File: src/dmc_regs.vh
`ifndef DMC_REGS_VH
`define DMC_REGS_VH
`define DMC_CLK_NS 5
`define DMC_ROW_ADDR_HOLD_NS 10
`define DMC_ROW_TO_COL_DELAY_NS 20
`define DMC_ROW_ACCESS_TIME_NS 100
`define DMC_COL_ACCESS_NS 50
`define DMC_COL_PULSE_NS 55
`define DMC_ROW_PULSE_NS 105
`define DMC_ROW_PRECHARGE_NS 85
`define DMC_READ_HOLD_VS_ROW_NS 20
`define DMC_REFRESH_COL_SETUP_NS 20
`define DMC_REFRESH_COL_HOLD_NS 20
`define DMC_COL_TO_WRITE_DELAY_NS 15
`define DMC_WRITE_PULSE_NS 15
`define DMC_DATA_HOLD_NS 15
`define DMC_PAGE_CYCLE_TIME_NS 100
`define DMC_PAGE_COL_PRECHARGE_NS 40
`define DMC_PRECHARGE_TO_COL_ACTIVE_NS 20
`define DMC_INIT_PAUSE_US 200
`define DMC_INIT_REFRESHES 8
`define DMC_REFRESH_PERIOD_MS 4
`define DMC_ROWS 256
`define DMC_CYC(ns) (((ns) + `DMC_CLK_NS - 1) / `DMC_CLK_NS)
`define DMC_INIT_PAUSE_CYC ((`DMC_INIT_PAUSE_US * 1000) / `DMC_CLK_NS)
`define DMC_REFRESH_INTERVAL_CYC ((`DMC_REFRESH_PERIOD_MS * 1000000 / `DMC_ROWS) / `DMC_CLK_NS)
`define DMC_OP_READ 2'h0
`define DMC_OP_WRITE 2'h1
`define DMC_OP_PARITY_RMW 2'h2
`endif

File: src/dmc_ctrl.v
`include "dmc_regs.vh"
module dmc_ctrl #(
   parameter INIT_PAUSE_CYC = `DMC_INIT_PAUSE_CYC,
   parameter REFRESH_INTERVAL_CYC = `DMC_REFRESH_INTERVAL_CYC
) (
   input wire clock,
   input wire nrst,
   input wire req_valid,
   input wire [1:0] req_op,
   input wire req_page,
   input wire [17:0] req_addr,
   input wire [8:0] req_wdata,
   output reg req_ready,
   output reg rsp_valid,
   output reg [8:0] rsp_rdata,
   output reg init_done,
   output reg [8:0] mux_addr_pins,
   output reg row_strobe_n,
   output reg col_strobe_n,
   output reg parity_col_strobe_n,
   output reg write_enable_n,
   output reg [7:0] main_data_out,
   output reg main_data_oe,
   input wire [7:0] main_data_in,
   output reg parity_data_in,
   input wire parity_data_out
);
   localparam T_RAH = `DMC_CYC(`DMC_ROW_ADDR_HOLD_NS);
   localparam T_RCD = `DMC_CYC(`DMC_ROW_TO_COL_DELAY_NS);
   localparam T_CAC = `DMC_CYC(`DMC_COL_ACCESS_NS) + 2;
   localparam T_RAC = `DMC_CYC(`DMC_ROW_ACCESS_TIME_NS) + 2;
   localparam T_CAS = `DMC_CYC(`DMC_COL_PULSE_NS);
   localparam T_RAS = `DMC_CYC(`DMC_ROW_PULSE_NS);
   localparam T_RP = `DMC_CYC(`DMC_ROW_PRECHARGE_NS);
   localparam T_RRH = `DMC_CYC(`DMC_READ_HOLD_VS_ROW_NS);
   localparam T_FCS = `DMC_CYC(`DMC_REFRESH_COL_SETUP_NS);
   localparam T_FCH = `DMC_CYC(`DMC_REFRESH_COL_HOLD_NS);
   localparam T_CWD = `DMC_CYC(`DMC_COL_TO_WRITE_DELAY_NS);
   localparam T_WP = `DMC_CYC(`DMC_WRITE_PULSE_NS);
   localparam T_PC = `DMC_CYC(`DMC_PAGE_CYCLE_TIME_NS);
   localparam T_CP = `DMC_CYC(`DMC_PAGE_COL_PRECHARGE_NS);
   localparam T_RPC = `DMC_CYC(`DMC_PRECHARGE_TO_COL_ACTIVE_NS);
   localparam S_PAUSE = 11'h001;
   localparam S_IDLE = 11'h002;
   localparam S_ROW = 11'h004;
   localparam S_COLADDR = 11'h008;
   localparam S_COL = 11'h010;
   localparam S_RMW = 11'h020;
   localparam S_COLUP = 11'h040;
   localparam S_PAGE = 11'h080;
   localparam S_PRE = 11'h100;
   localparam S_REF_SET = 11'h200;
   localparam S_REF_ROW = 11'h400;
   reg [10:0] state_reg;
   reg [31:0] cnt_reg;
   reg [31:0] pc_reg;
   reg [31:0] ras_reg;
   reg [31:0] ref_tmr_reg;
   reg ref_pend_reg;
   reg [3:0] init_cnt_reg;
   reg [1:0] op_reg;
   reg [8:0] row_reg;
   reg [8:0] col_reg;
   reg [8:0] wdata_reg;
   reg [7:0] main_s1_reg;
   reg [7:0] main_s2_reg;
   reg par_s1_reg;
   reg par_s2_reg;
   wire take = req_valid && req_ready;
   wire page_hit = req_valid && req_page && !ref_pend_reg && req_addr[17:9] == row_reg;
   always @(posedge clock)
   begin
      main_s1_reg <= main_data_in;
      main_s2_reg <= main_s1_reg;
      par_s1_reg <= parity_data_out;
      par_s2_reg <= par_s1_reg;
   end
   // refresh scheduler: one row every 4 ms / 256
   always @(posedge clock)
   begin
      if (!nrst)
      begin
         ref_tmr_reg <= 32'h0;
         ref_pend_reg <= 1'b0;
      end
      else
      begin
         if (ref_tmr_reg >= REFRESH_INTERVAL_CYC - 1)
         begin
            ref_tmr_reg <= 32'h0;
            ref_pend_reg <= 1'b1;
         end
         else
         begin
            ref_tmr_reg <= ref_tmr_reg + 32'h1;
            if (state_reg == S_REF_SET && init_done)
               ref_pend_reg <= 1'b0;
         end
      end
   end
   always @(posedge clock)
   begin
      if (!nrst)
      begin
         state_reg <= S_PAUSE;
         cnt_reg <= 32'h0;
         pc_reg <= 32'h0;
         ras_reg <= 32'h0;
         init_cnt_reg <= 4'h0;
         init_done <= 1'b0;
         op_reg <= `DMC_OP_READ;
         row_reg <= 9'h0;
         col_reg <= 9'h0;
         wdata_reg <= 9'h0;
         req_ready <= 1'b0;
         rsp_valid <= 1'b0;
         rsp_rdata <= 9'h0;
         mux_addr_pins <= 9'h0;
         row_strobe_n <= 1'b1;
         col_strobe_n <= 1'b1;
         parity_col_strobe_n <= 1'b1;
         write_enable_n <= 1'b1;
         main_data_out <= 8'h0;
         main_data_oe <= 1'b0;
         parity_data_in <= 1'b0;
      end
      else
      begin
         rsp_valid <= 1'b0;
         req_ready <= 1'b0;
         cnt_reg <= cnt_reg + 32'h1;
         pc_reg <= pc_reg + 32'h1;
         ras_reg <= ras_reg + 32'h1;
         case (state_reg)
            S_PAUSE:
            begin
               if (cnt_reg >= INIT_PAUSE_CYC - 1)
               begin
                  cnt_reg <= 32'h0;
                  state_reg <= S_PRE;
               end
            end
            S_IDLE:
            begin
               if (take)
               begin
                  op_reg <= req_op;
                  row_reg <= req_addr[17:9];
                  col_reg <= req_addr[8:0];
                  wdata_reg <= req_wdata;
                  mux_addr_pins <= req_addr[17:9];
                  cnt_reg <= 32'h0;
                  state_reg <= S_ROW;
               end
               else if (ref_pend_reg)
               begin
                  cnt_reg <= 32'h0;
                  state_reg <= S_REF_SET;
               end
               else
                  req_ready <= 1'b1;
            end
            S_ROW:
            begin
               row_strobe_n <= 1'b0;
               ras_reg <= 32'h0;
               cnt_reg <= 32'h0;
               state_reg <= S_COLADDR;
            end
            S_COLADDR:
            begin
               if (cnt_reg >= T_RAH - 1)
               begin
                  mux_addr_pins <= col_reg;
                  write_enable_n <= (op_reg != `DMC_OP_WRITE);
                  main_data_out <= wdata_reg[7:0];
                  main_data_oe <= (op_reg == `DMC_OP_WRITE);
                  parity_data_in <= wdata_reg[8];
                  if (cnt_reg >= T_RCD - 1)
                  begin
                     col_strobe_n <= (op_reg == `DMC_OP_PARITY_RMW);
                     parity_col_strobe_n <= 1'b0;
                     pc_reg <= 32'h0;
                     cnt_reg <= 32'h0;
                     state_reg <= S_COL;
                  end
               end
            end
            S_COL:
            begin
               // read data sampled after column access plus synchroniser delay
               if (op_reg == `DMC_OP_PARITY_RMW && cnt_reg >= T_CWD && cnt_reg >= T_CAC &&
                  ras_reg >= T_RAC)
               begin
                  rsp_rdata <= {par_s2_reg, 8'h0};
                  write_enable_n <= 1'b0;
                  cnt_reg <= 32'h0;
                  state_reg <= S_RMW;
               end
               else if (op_reg != `DMC_OP_PARITY_RMW && cnt_reg >= T_CAC && cnt_reg >= T_CAS &&
                  ras_reg >= T_RAC)
               begin
                  if (op_reg == `DMC_OP_READ)
                  begin
                     rsp_rdata <= {par_s2_reg, main_s2_reg};
                  end
                  rsp_valid <= 1'b1;
                  cnt_reg <= 32'h0;
                  state_reg <= S_COLUP;
               end
            end
            S_RMW:
            begin
               if (cnt_reg >= T_WP)
               begin
                  rsp_valid <= 1'b1;
                  cnt_reg <= 32'h0;
                  state_reg <= S_COLUP;
               end
            end
            S_COLUP:
            begin
               col_strobe_n <= 1'b1;
               parity_col_strobe_n <= 1'b1;
               main_data_oe <= 1'b0;
               cnt_reg <= 32'h0;
               state_reg <= S_PAGE;
            end
            S_PAGE:
            begin
               write_enable_n <= 1'b1;
               if (cnt_reg >= T_RRH && ras_reg >= T_RAS)
               begin
                  if (page_hit && cnt_reg >= T_CP && pc_reg >= T_PC)
                  begin
                     op_reg <= req_op;
                     col_reg <= req_addr[8:0];
                     wdata_reg <= req_wdata;
                     pc_reg <= 32'h0;
                     cnt_reg <= T_RCD;
                     state_reg <= S_COLADDR;
                  end
                  else if (!req_valid || !page_hit)
                  begin
                     row_strobe_n <= 1'b1;
                     cnt_reg <= 32'h0;
                     state_reg <= S_PRE;
                  end
               end
            end
            S_PRE:
            begin
               if (cnt_reg >= T_RP - 1)
               begin
                  cnt_reg <= 32'h0;
                  if (!init_done)
                     state_reg <= S_REF_SET;
                  else
                  begin
                     req_ready <= !ref_pend_reg;
                     state_reg <= S_IDLE;
                  end
               end
            end
            S_REF_SET:
            begin
               if (cnt_reg >= T_RPC - 1)
               begin
                  col_strobe_n <= 1'b0;
                  parity_col_strobe_n <= 1'b0;
               end
               if (cnt_reg >= T_RPC + T_FCS)
               begin
                  row_strobe_n <= 1'b0;
                  cnt_reg <= 32'h0;
                  state_reg <= S_REF_ROW;
               end
            end
            S_REF_ROW:
            begin
               if (cnt_reg >= T_FCH)
               begin
                  col_strobe_n <= 1'b1;
                  parity_col_strobe_n <= 1'b1;
               end
               if (cnt_reg >= T_RAS)
               begin
                  row_strobe_n <= 1'b1;
                  cnt_reg <= 32'h0;
                  if (!init_done)
                  begin
                     init_cnt_reg <= init_cnt_reg + 4'h1;
                     if (init_cnt_reg == `DMC_INIT_REFRESHES - 1)
                        init_done <= 1'b1;
                  end
                  state_reg <= S_PRE;
               end
            end
            default:
               state_reg <= S_PAUSE;
         endcase
      end
   end
endmodule // dmc_ctrl

File: config.mk
export PLATFORM = sky130hd
export DESIGN_NAME = dmc_ctrl
export DESIGN_NICKNAME = d
export VERILOG_FILES = /design/src/dmc_ctrl.v
export VERILOG_INCLUDE_DIRS = /design/src /design/src/src
export SDC_FILE = /design/constraint.sdc
export NUM_CORES = 1
export LEC_CHECK = 0
export ABC_AREA = 0
export BUFFER_PORTS_ARGS = -buffer_cell sky130_fd_sc_hd__buf_2
export CORE_ASPECT_RATIO = 1.4
export CORE_MARGIN = 4
export CORE_UTILIZATION = 40
export DETAILED_ROUTE_END_ITERATION = 10
export GPL_TIMING_DRIVEN = 0
export MAX_ROUTING_LAYER = met4
export PLACE_DENSITY = 0.65
export SYNTH_ARGS = -nofsm -noshare
export SYNTH_HDL_FRONTEND = slang
export SYNTH_SLANG_ARGS = --single-unit
File: constraint.sdc
create_clock -name clock -period 5.4 [get_ports clock]
set_input_delay 0.54 -clock clock [delete_from_list [all_inputs] [get_ports clock]]
set_output_delay 0.54 -clock clock [all_outputs]
set_load 0.1 [all_outputs]
* Word level (Yosys, flattened, before mapping)
Cells that the tools add are included.
** Word-level totals
- Bits in registers :: 226
- Bits of input ports :: 42
- Word-level logic and storage cells :: 211
** Cells by class
- Magnitude comparators :: 13
- Reduce and logical (&&, ||, !) cells :: 44
- Equality and inequality tests :: 35
- Bitwise gates (word level) :: 2
- Multiplexer cells :: 85
- $add $sub $neg :: 5
** Operator list (count)
- 32-bit 2-to-1 mux :: 17
- 32-bit case mux with 10 select lines :: 1
- 32-bit by 5-bit >= comparator with 1-bit output, second input constant :: 5
- 11-bit 2-to-1 mux :: 14
- 32-bit by 1-bit adder with 32-bit output, second input constant :: 4
- 11-bit case mux with 11 select lines :: 1
- 9-bit 2-to-1 mux :: 11
- 32-bit by 4-bit >= comparator with 1-bit output, second input constant :: 3
- 32-bit case mux with 2 select lines :: 1
- 9-bit case mux with 2 select lines :: 3
- 32-bit by 1-bit >= comparator with 1-bit output, second input constant :: 1
- 32-bit by 12-bit >= comparator with 1-bit output, second input constant :: 1
- 32-bit by 16-bit >= comparator with 1-bit output, second input constant :: 1
- 32-bit by 2-bit >= comparator with 1-bit output, second input constant :: 1
- 32-bit by 3-bit >= comparator with 1-bit output, second input constant :: 1
- 2-bit != test, second input constant :: 14
- 1-bit 2-to-1 mux :: 25
- 3-bit AND reduction :: 5
- 1-bit logical AND :: 14
- 1-bit case mux with 4 select lines :: 3
- 2-bit nonzero test :: 6
- 11-bit by 1-bit == test with 1-bit output, second input constant :: 1
- 11-bit by 10-bit == test with 1-bit output, second input constant :: 1
- 11-bit == test, second input constant :: 1
- 32 further kinds :: 49

* Logic depth before layout (Yosys ltp)
- Depth in word-level cells :: 9
- Gate-level depth with buffers :: 10
- Gate-level depth less buffers :: 9

* Worst setup path before layout
No wires, ideal clock.
- Path kind :: register to register
- Start :: register req_ready
- End :: register col_reg[0]
- Library setup time :: 0.128 ns
- Slack :: 3.029 ns
- Data arrival time :: 2.244 ns
- Path buffers :: 2
- Stages on the path, launching flop included :: 8
- Period minus slack after synthesis :: 2.371 ns
- Cells stage by stage :: dfxtp_1 -> nand2_1 -> or3_4 -> buf_6 -> a2bb2oi_4 -> buf_6 -> mux2i_1 -> nor2_1
** Between the ends
- Cells in the longest elaborated chain, start to end :: 3
** Ends and longest elaborated chain
- start: declaration :: RTL line dmc_ctrl.v:13 : output reg req_ready,
- start signal: assignment :: RTL line dmc_ctrl.v:260 : req_ready <= !ref_pend_reg;
- 1-bit logical AND :: RTL line dmc_ctrl.v:69 : wire take = req_valid && req_ready;
- 2-bit != test (no line)
- 4-bit AND reduction (no line)
- end signal: assignment :: RTL line dmc_ctrl.v:149 : col_reg <= req_addr[8:0];
- end signal: assignment :: RTL line dmc_ctrl.v:237 : col_reg <= req_addr[8:0];
- end: declaration :: RTL line dmc_ctrl.v:63 : reg [8:0] col_reg;
No other way between the ends.
A chain may end at the register's enable or synchronous reset.

* Final worst setup path
- Start :: register state_reg[0]
- End :: register cnt_reg[16]
** Between the ends
- Cells in the longest elaborated chain, start to end :: 3
** Ends and longest elaborated chain
- start: declaration :: RTL line dmc_ctrl.v:54 : reg [10:0] state_reg;
- start signal: assignment :: RTL line dmc_ctrl.v:105 : state_reg <= S_PAUSE;
- start signal: assignment :: RTL line dmc_ctrl.v:140 : state_reg <= S_PRE;
- start signal: assignment :: RTL line dmc_ctrl.v:153 : state_reg <= S_ROW;
- 11-bit by 7-bit == test with 1-bit output / 11-bit by 3-bit == test with 1-bit output (equally long branches) :: RTL line dmc_ctrl.v:134 : case (state_reg)
- 2-bit OR reduction (no line)
- 32-bit case mux with 10 select lines (*) :: RTL line dmc_ctrl.v:134
- end signal: assignment :: RTL line dmc_ctrl.v:131 : cnt_reg <= cnt_reg + 32'h1;
- end: declaration :: RTL line dmc_ctrl.v:55 : reg [31:0] cnt_reg;
Mark *: on every way between the ends. The rest lies on a longest branch, timed or not.

==> metrics.cfg <==
[die]
die_w_um = 138
dieArea_um2 = 26300
core-area_um2 = 23300
initial_utilization_pct = 40.8
io_pins = 77
rows = 66
die_h_um = 190

[clock_network]
clk_latency_ps = 510
cts_setup_buffers = 0
cts_max_path_buffers = 3
cts_tree = yes
cts_resized = 0
htree_levels = 1
cts_sinks = 226
cts_buffers = 24
clk_pin_slew_ps = 60
postCtsHoldBufs = 0
cts_root_buffer = clkbuf_16

[global_route]
grt_usage_pct = 16.3
grt_remaining_overflow = 0
grt_pass1_vias = 7585
antenna_found_initial = 0
grt_pass1_wl_um = 35700
grt_max_degree = 14

[critical_path]
path_class = reg -> reg
cp_data_required_time_ps = 5840
worstPathMaxFanout = 10
crit_path_end_kind = flip-flop
cp.arrival_ps = 3260
start_kind = flip-flop

[timing]
setup_viol = 0
max_slew_margin_pct = 19.4
tightest_slew_ps = 1200
tns_ps = 0
drv_slew = 0
finalCriticalPeriod_ps = 2830
rsz0062_at_grt = false
hold_violations = 0
period_share_pct = 52.4
fin_ws_ps = 2570
fmax_mhz = 354
finalClockSkew_ps = 17.0

[power]
p_total_mw = 4.06
leakage_nw = 4.20
ir_drop_uv = 314
power_density_nw_per_um2 = 362

[routing]
routed_wl_um = 21100
vias_per_cell = 5.04
drc = 0
antenna_left = 0
wl_per_cell_um = 14.0
dr.pass1.iters = 5
drtIter0Drc = 364
num_vias = 7600

[flow_run]
maxCapViolations = 0

[logic_synthesis]
synth_cells = 1062
async_flop_share_pct = 0
synth_area_um2 = 9500
syn_avg_cell_area_um2 = 8.94
ys_seq_area_share_pct = 47.6
yosys_register_bits = 226
synth_edf_count = 0
synth_top_flop_cell = dfxtp_1
yosysWarnings = 0
ys_types = 65

[final_layout]
area_delta_synth_final_pct = 17.9
drive_gt1_share_pct = 12.5
seq_area_um2 = 4520
antennaDiodeCount = 0
nets = 1237
n_fill_cell = 2271
multiInputGateArea_um2 = 4780

[placement]
pre_cts_ws_ps = 2500
hpwl_um = 15800
gp_congestion = 0.939
port_buffers = 76

[outcome]
status = completed

[worst_hold_path]
hp-class = in -> reg

cells in the final DEF, fill, tap and decap left out, types with 18 or more instances in the layout:
| cell type | synthesis | layout |
|---|---|---|
| a21oi_1 | 41 | 41 |
| and3_1 | 28 | 28 |
| buf_2 | 7 | 83 |
| clkbuf_1 | 22 | 26 |
| clkbuf_16 | 0 | 25 |
| conb_1 | 1 | 20 |
| dfxtp_1 | 226 | 226 |
| inv_1 | 21 | 21 |
| mux2i_1 | 31 | 31 |
| nand2_1 | 99 | 99 |
| nand3_1 | 54 | 54 |
| nand4_1 | 27 | 27 |
| nor2_1 | 185 | 185 |
| nor3_1 | 32 | 32 |
| nor4_1 | 28 | 28 |
| o21ai_0 | 18 | 18 |
| xnor2_1 | 54 | 54 |
| xor2_1 | 52 | 52 |
cell usage after synthesis (2+ instances only):
master | n | area (µm²)
buf_4 | 5 | 37.5
nand2b_1 | 8 | 50.1
a311oi_1 | 12 | 105
a32oi_1 | 2 | 17.5
a21oi_1 | 41 | 205
nand3b_1 | 11 | 82.6
dfxtp_1 | 226 | 4520
mux2i_1 | 31 | 310
and4_1 | 4 | 35.0
o211ai_1 | 5 | 37.5
o21ai_0 | 18 | 90.1
and3_1 | 28 | 175
xor2_1 | 52 | 455
and2_1 | 5 | 31.3
nand4_1 | 27 | 169
inv_1 | 21 | 78.8
buf_6 | 3 | 33.8
xnor2_1 | 54 | 473
nor3b_1 | 4 | 30.0
nor4_2 | 3 | 37.5
nand2_1 | 99 | 372
nand3_1 | 54 | 270
nor3_1 | 32 | 160
or3_1 | 9 | 56.3
buf_2 | 7 | 35.0
nor2b_1 | 9 | 56.3
nor2_1 | 185 | 694
clkbuf_1 | 22 | 82.6
nand4b_1 | 3 | 26.3
ha_1 | 12 | 150
o21bai_1 | 2 | 15.0
o21ai_1 | 3 | 15.0
nor4b_1 | 3 | 26.3
a32oi_2 | 2 | 32.5
or2_2 | 3 | 18.8
nor4_1 | 28 | 175
stage by stage:
| step | hold slack (ps) | cells | cell area [µm²] | util (%) |
|---|---|---|---|---|
| floorplan | 310 | 1081 | 9570 | - |
| global placement | 310 | 1463 | 10300 | 44.4 |
| detailed placement | 314 | 1463 | 10300 | 44.4 |
| CTS | 114 | 1507 | 11200 | 48.1 |
| global route | 109 | 1507 | 11200 | 48.1 |
| finish | 129 | 1507 | 11200 | 48.1 |
cell families (layout without fill, tap and decap cells):
group                    count (synthesis)  after routing  share of synthesized area, %
AND/OR/NAND/NOR                        526            526                          27.3
flip-flops                             226            226                          47.6
XOR/XNOR                               106            106                          9.77
AO/OA/AOI/OAI                          101            101                          7.46
buffers and inverters                   58            178                          2.82
multiplexers                            32             32                          3.39
adder cells (fa/ha/maj)                 12             12                          1.58
other                                    1             20                        0.0395
power breakdown:
group | switching (mW) | internal [mW] | total [mW]
logic | 0.365 | 0.190 | 0.555
registers | 0.0435 | 1.72 | 1.76
clock network | 0.645 | 1.10 | 1.74
total | 1.05 | 3.00 | 4.06
cell type report:
type / instances / share of cell area [%]
Tap cell: 306 / 3.42
Buffer: 37 / 1.69
Inverter: 21 / 0.704
Sequential cell: 226 / 40.4
Multi-Input combinational cell: 797 / 42.7
Timing Repair Buffer: 76 / 3.40
Clock inverter: 7 / 1.02
Clock buffer: 37 / 6.70
routing by layer:
metal,part of all wire [%],global-route usage (%),vias up
met5,0,-,-
met4,2.4,5.06,0
met3,4.2,2.61,38
met2,51,29.7,154
met1,42,18.3,3526
li1,-,-,3882
critical path, stage by stage, from the launching register on:
cell and delay (ps):
dfxtp_1 350, nor4_1 450, buf_2 300, nand3_1 130, nor3b_1 480, nand3b_1 190
o21ai_1 370, o31ai_4 160, buf_4 200, nor2_1 110
worst paths after layout:
| path | from | end | slack [ps] | cells after the start |
|---|---|---|---|---|
| max | state_reg[0] | cnt_reg[16] | 2570 | 9 |
| min | main_data_in[6] | main_s1_reg[6] | 130 | 1 |
| max reg2reg | state_reg[0] | cnt_reg[16] | 2570 | 9 |
| min reg2reg | main_s1_reg[1] | main_s2_reg[1] | 320 | 0 |
Note: power is estimated with default switching activity, not from simulation.
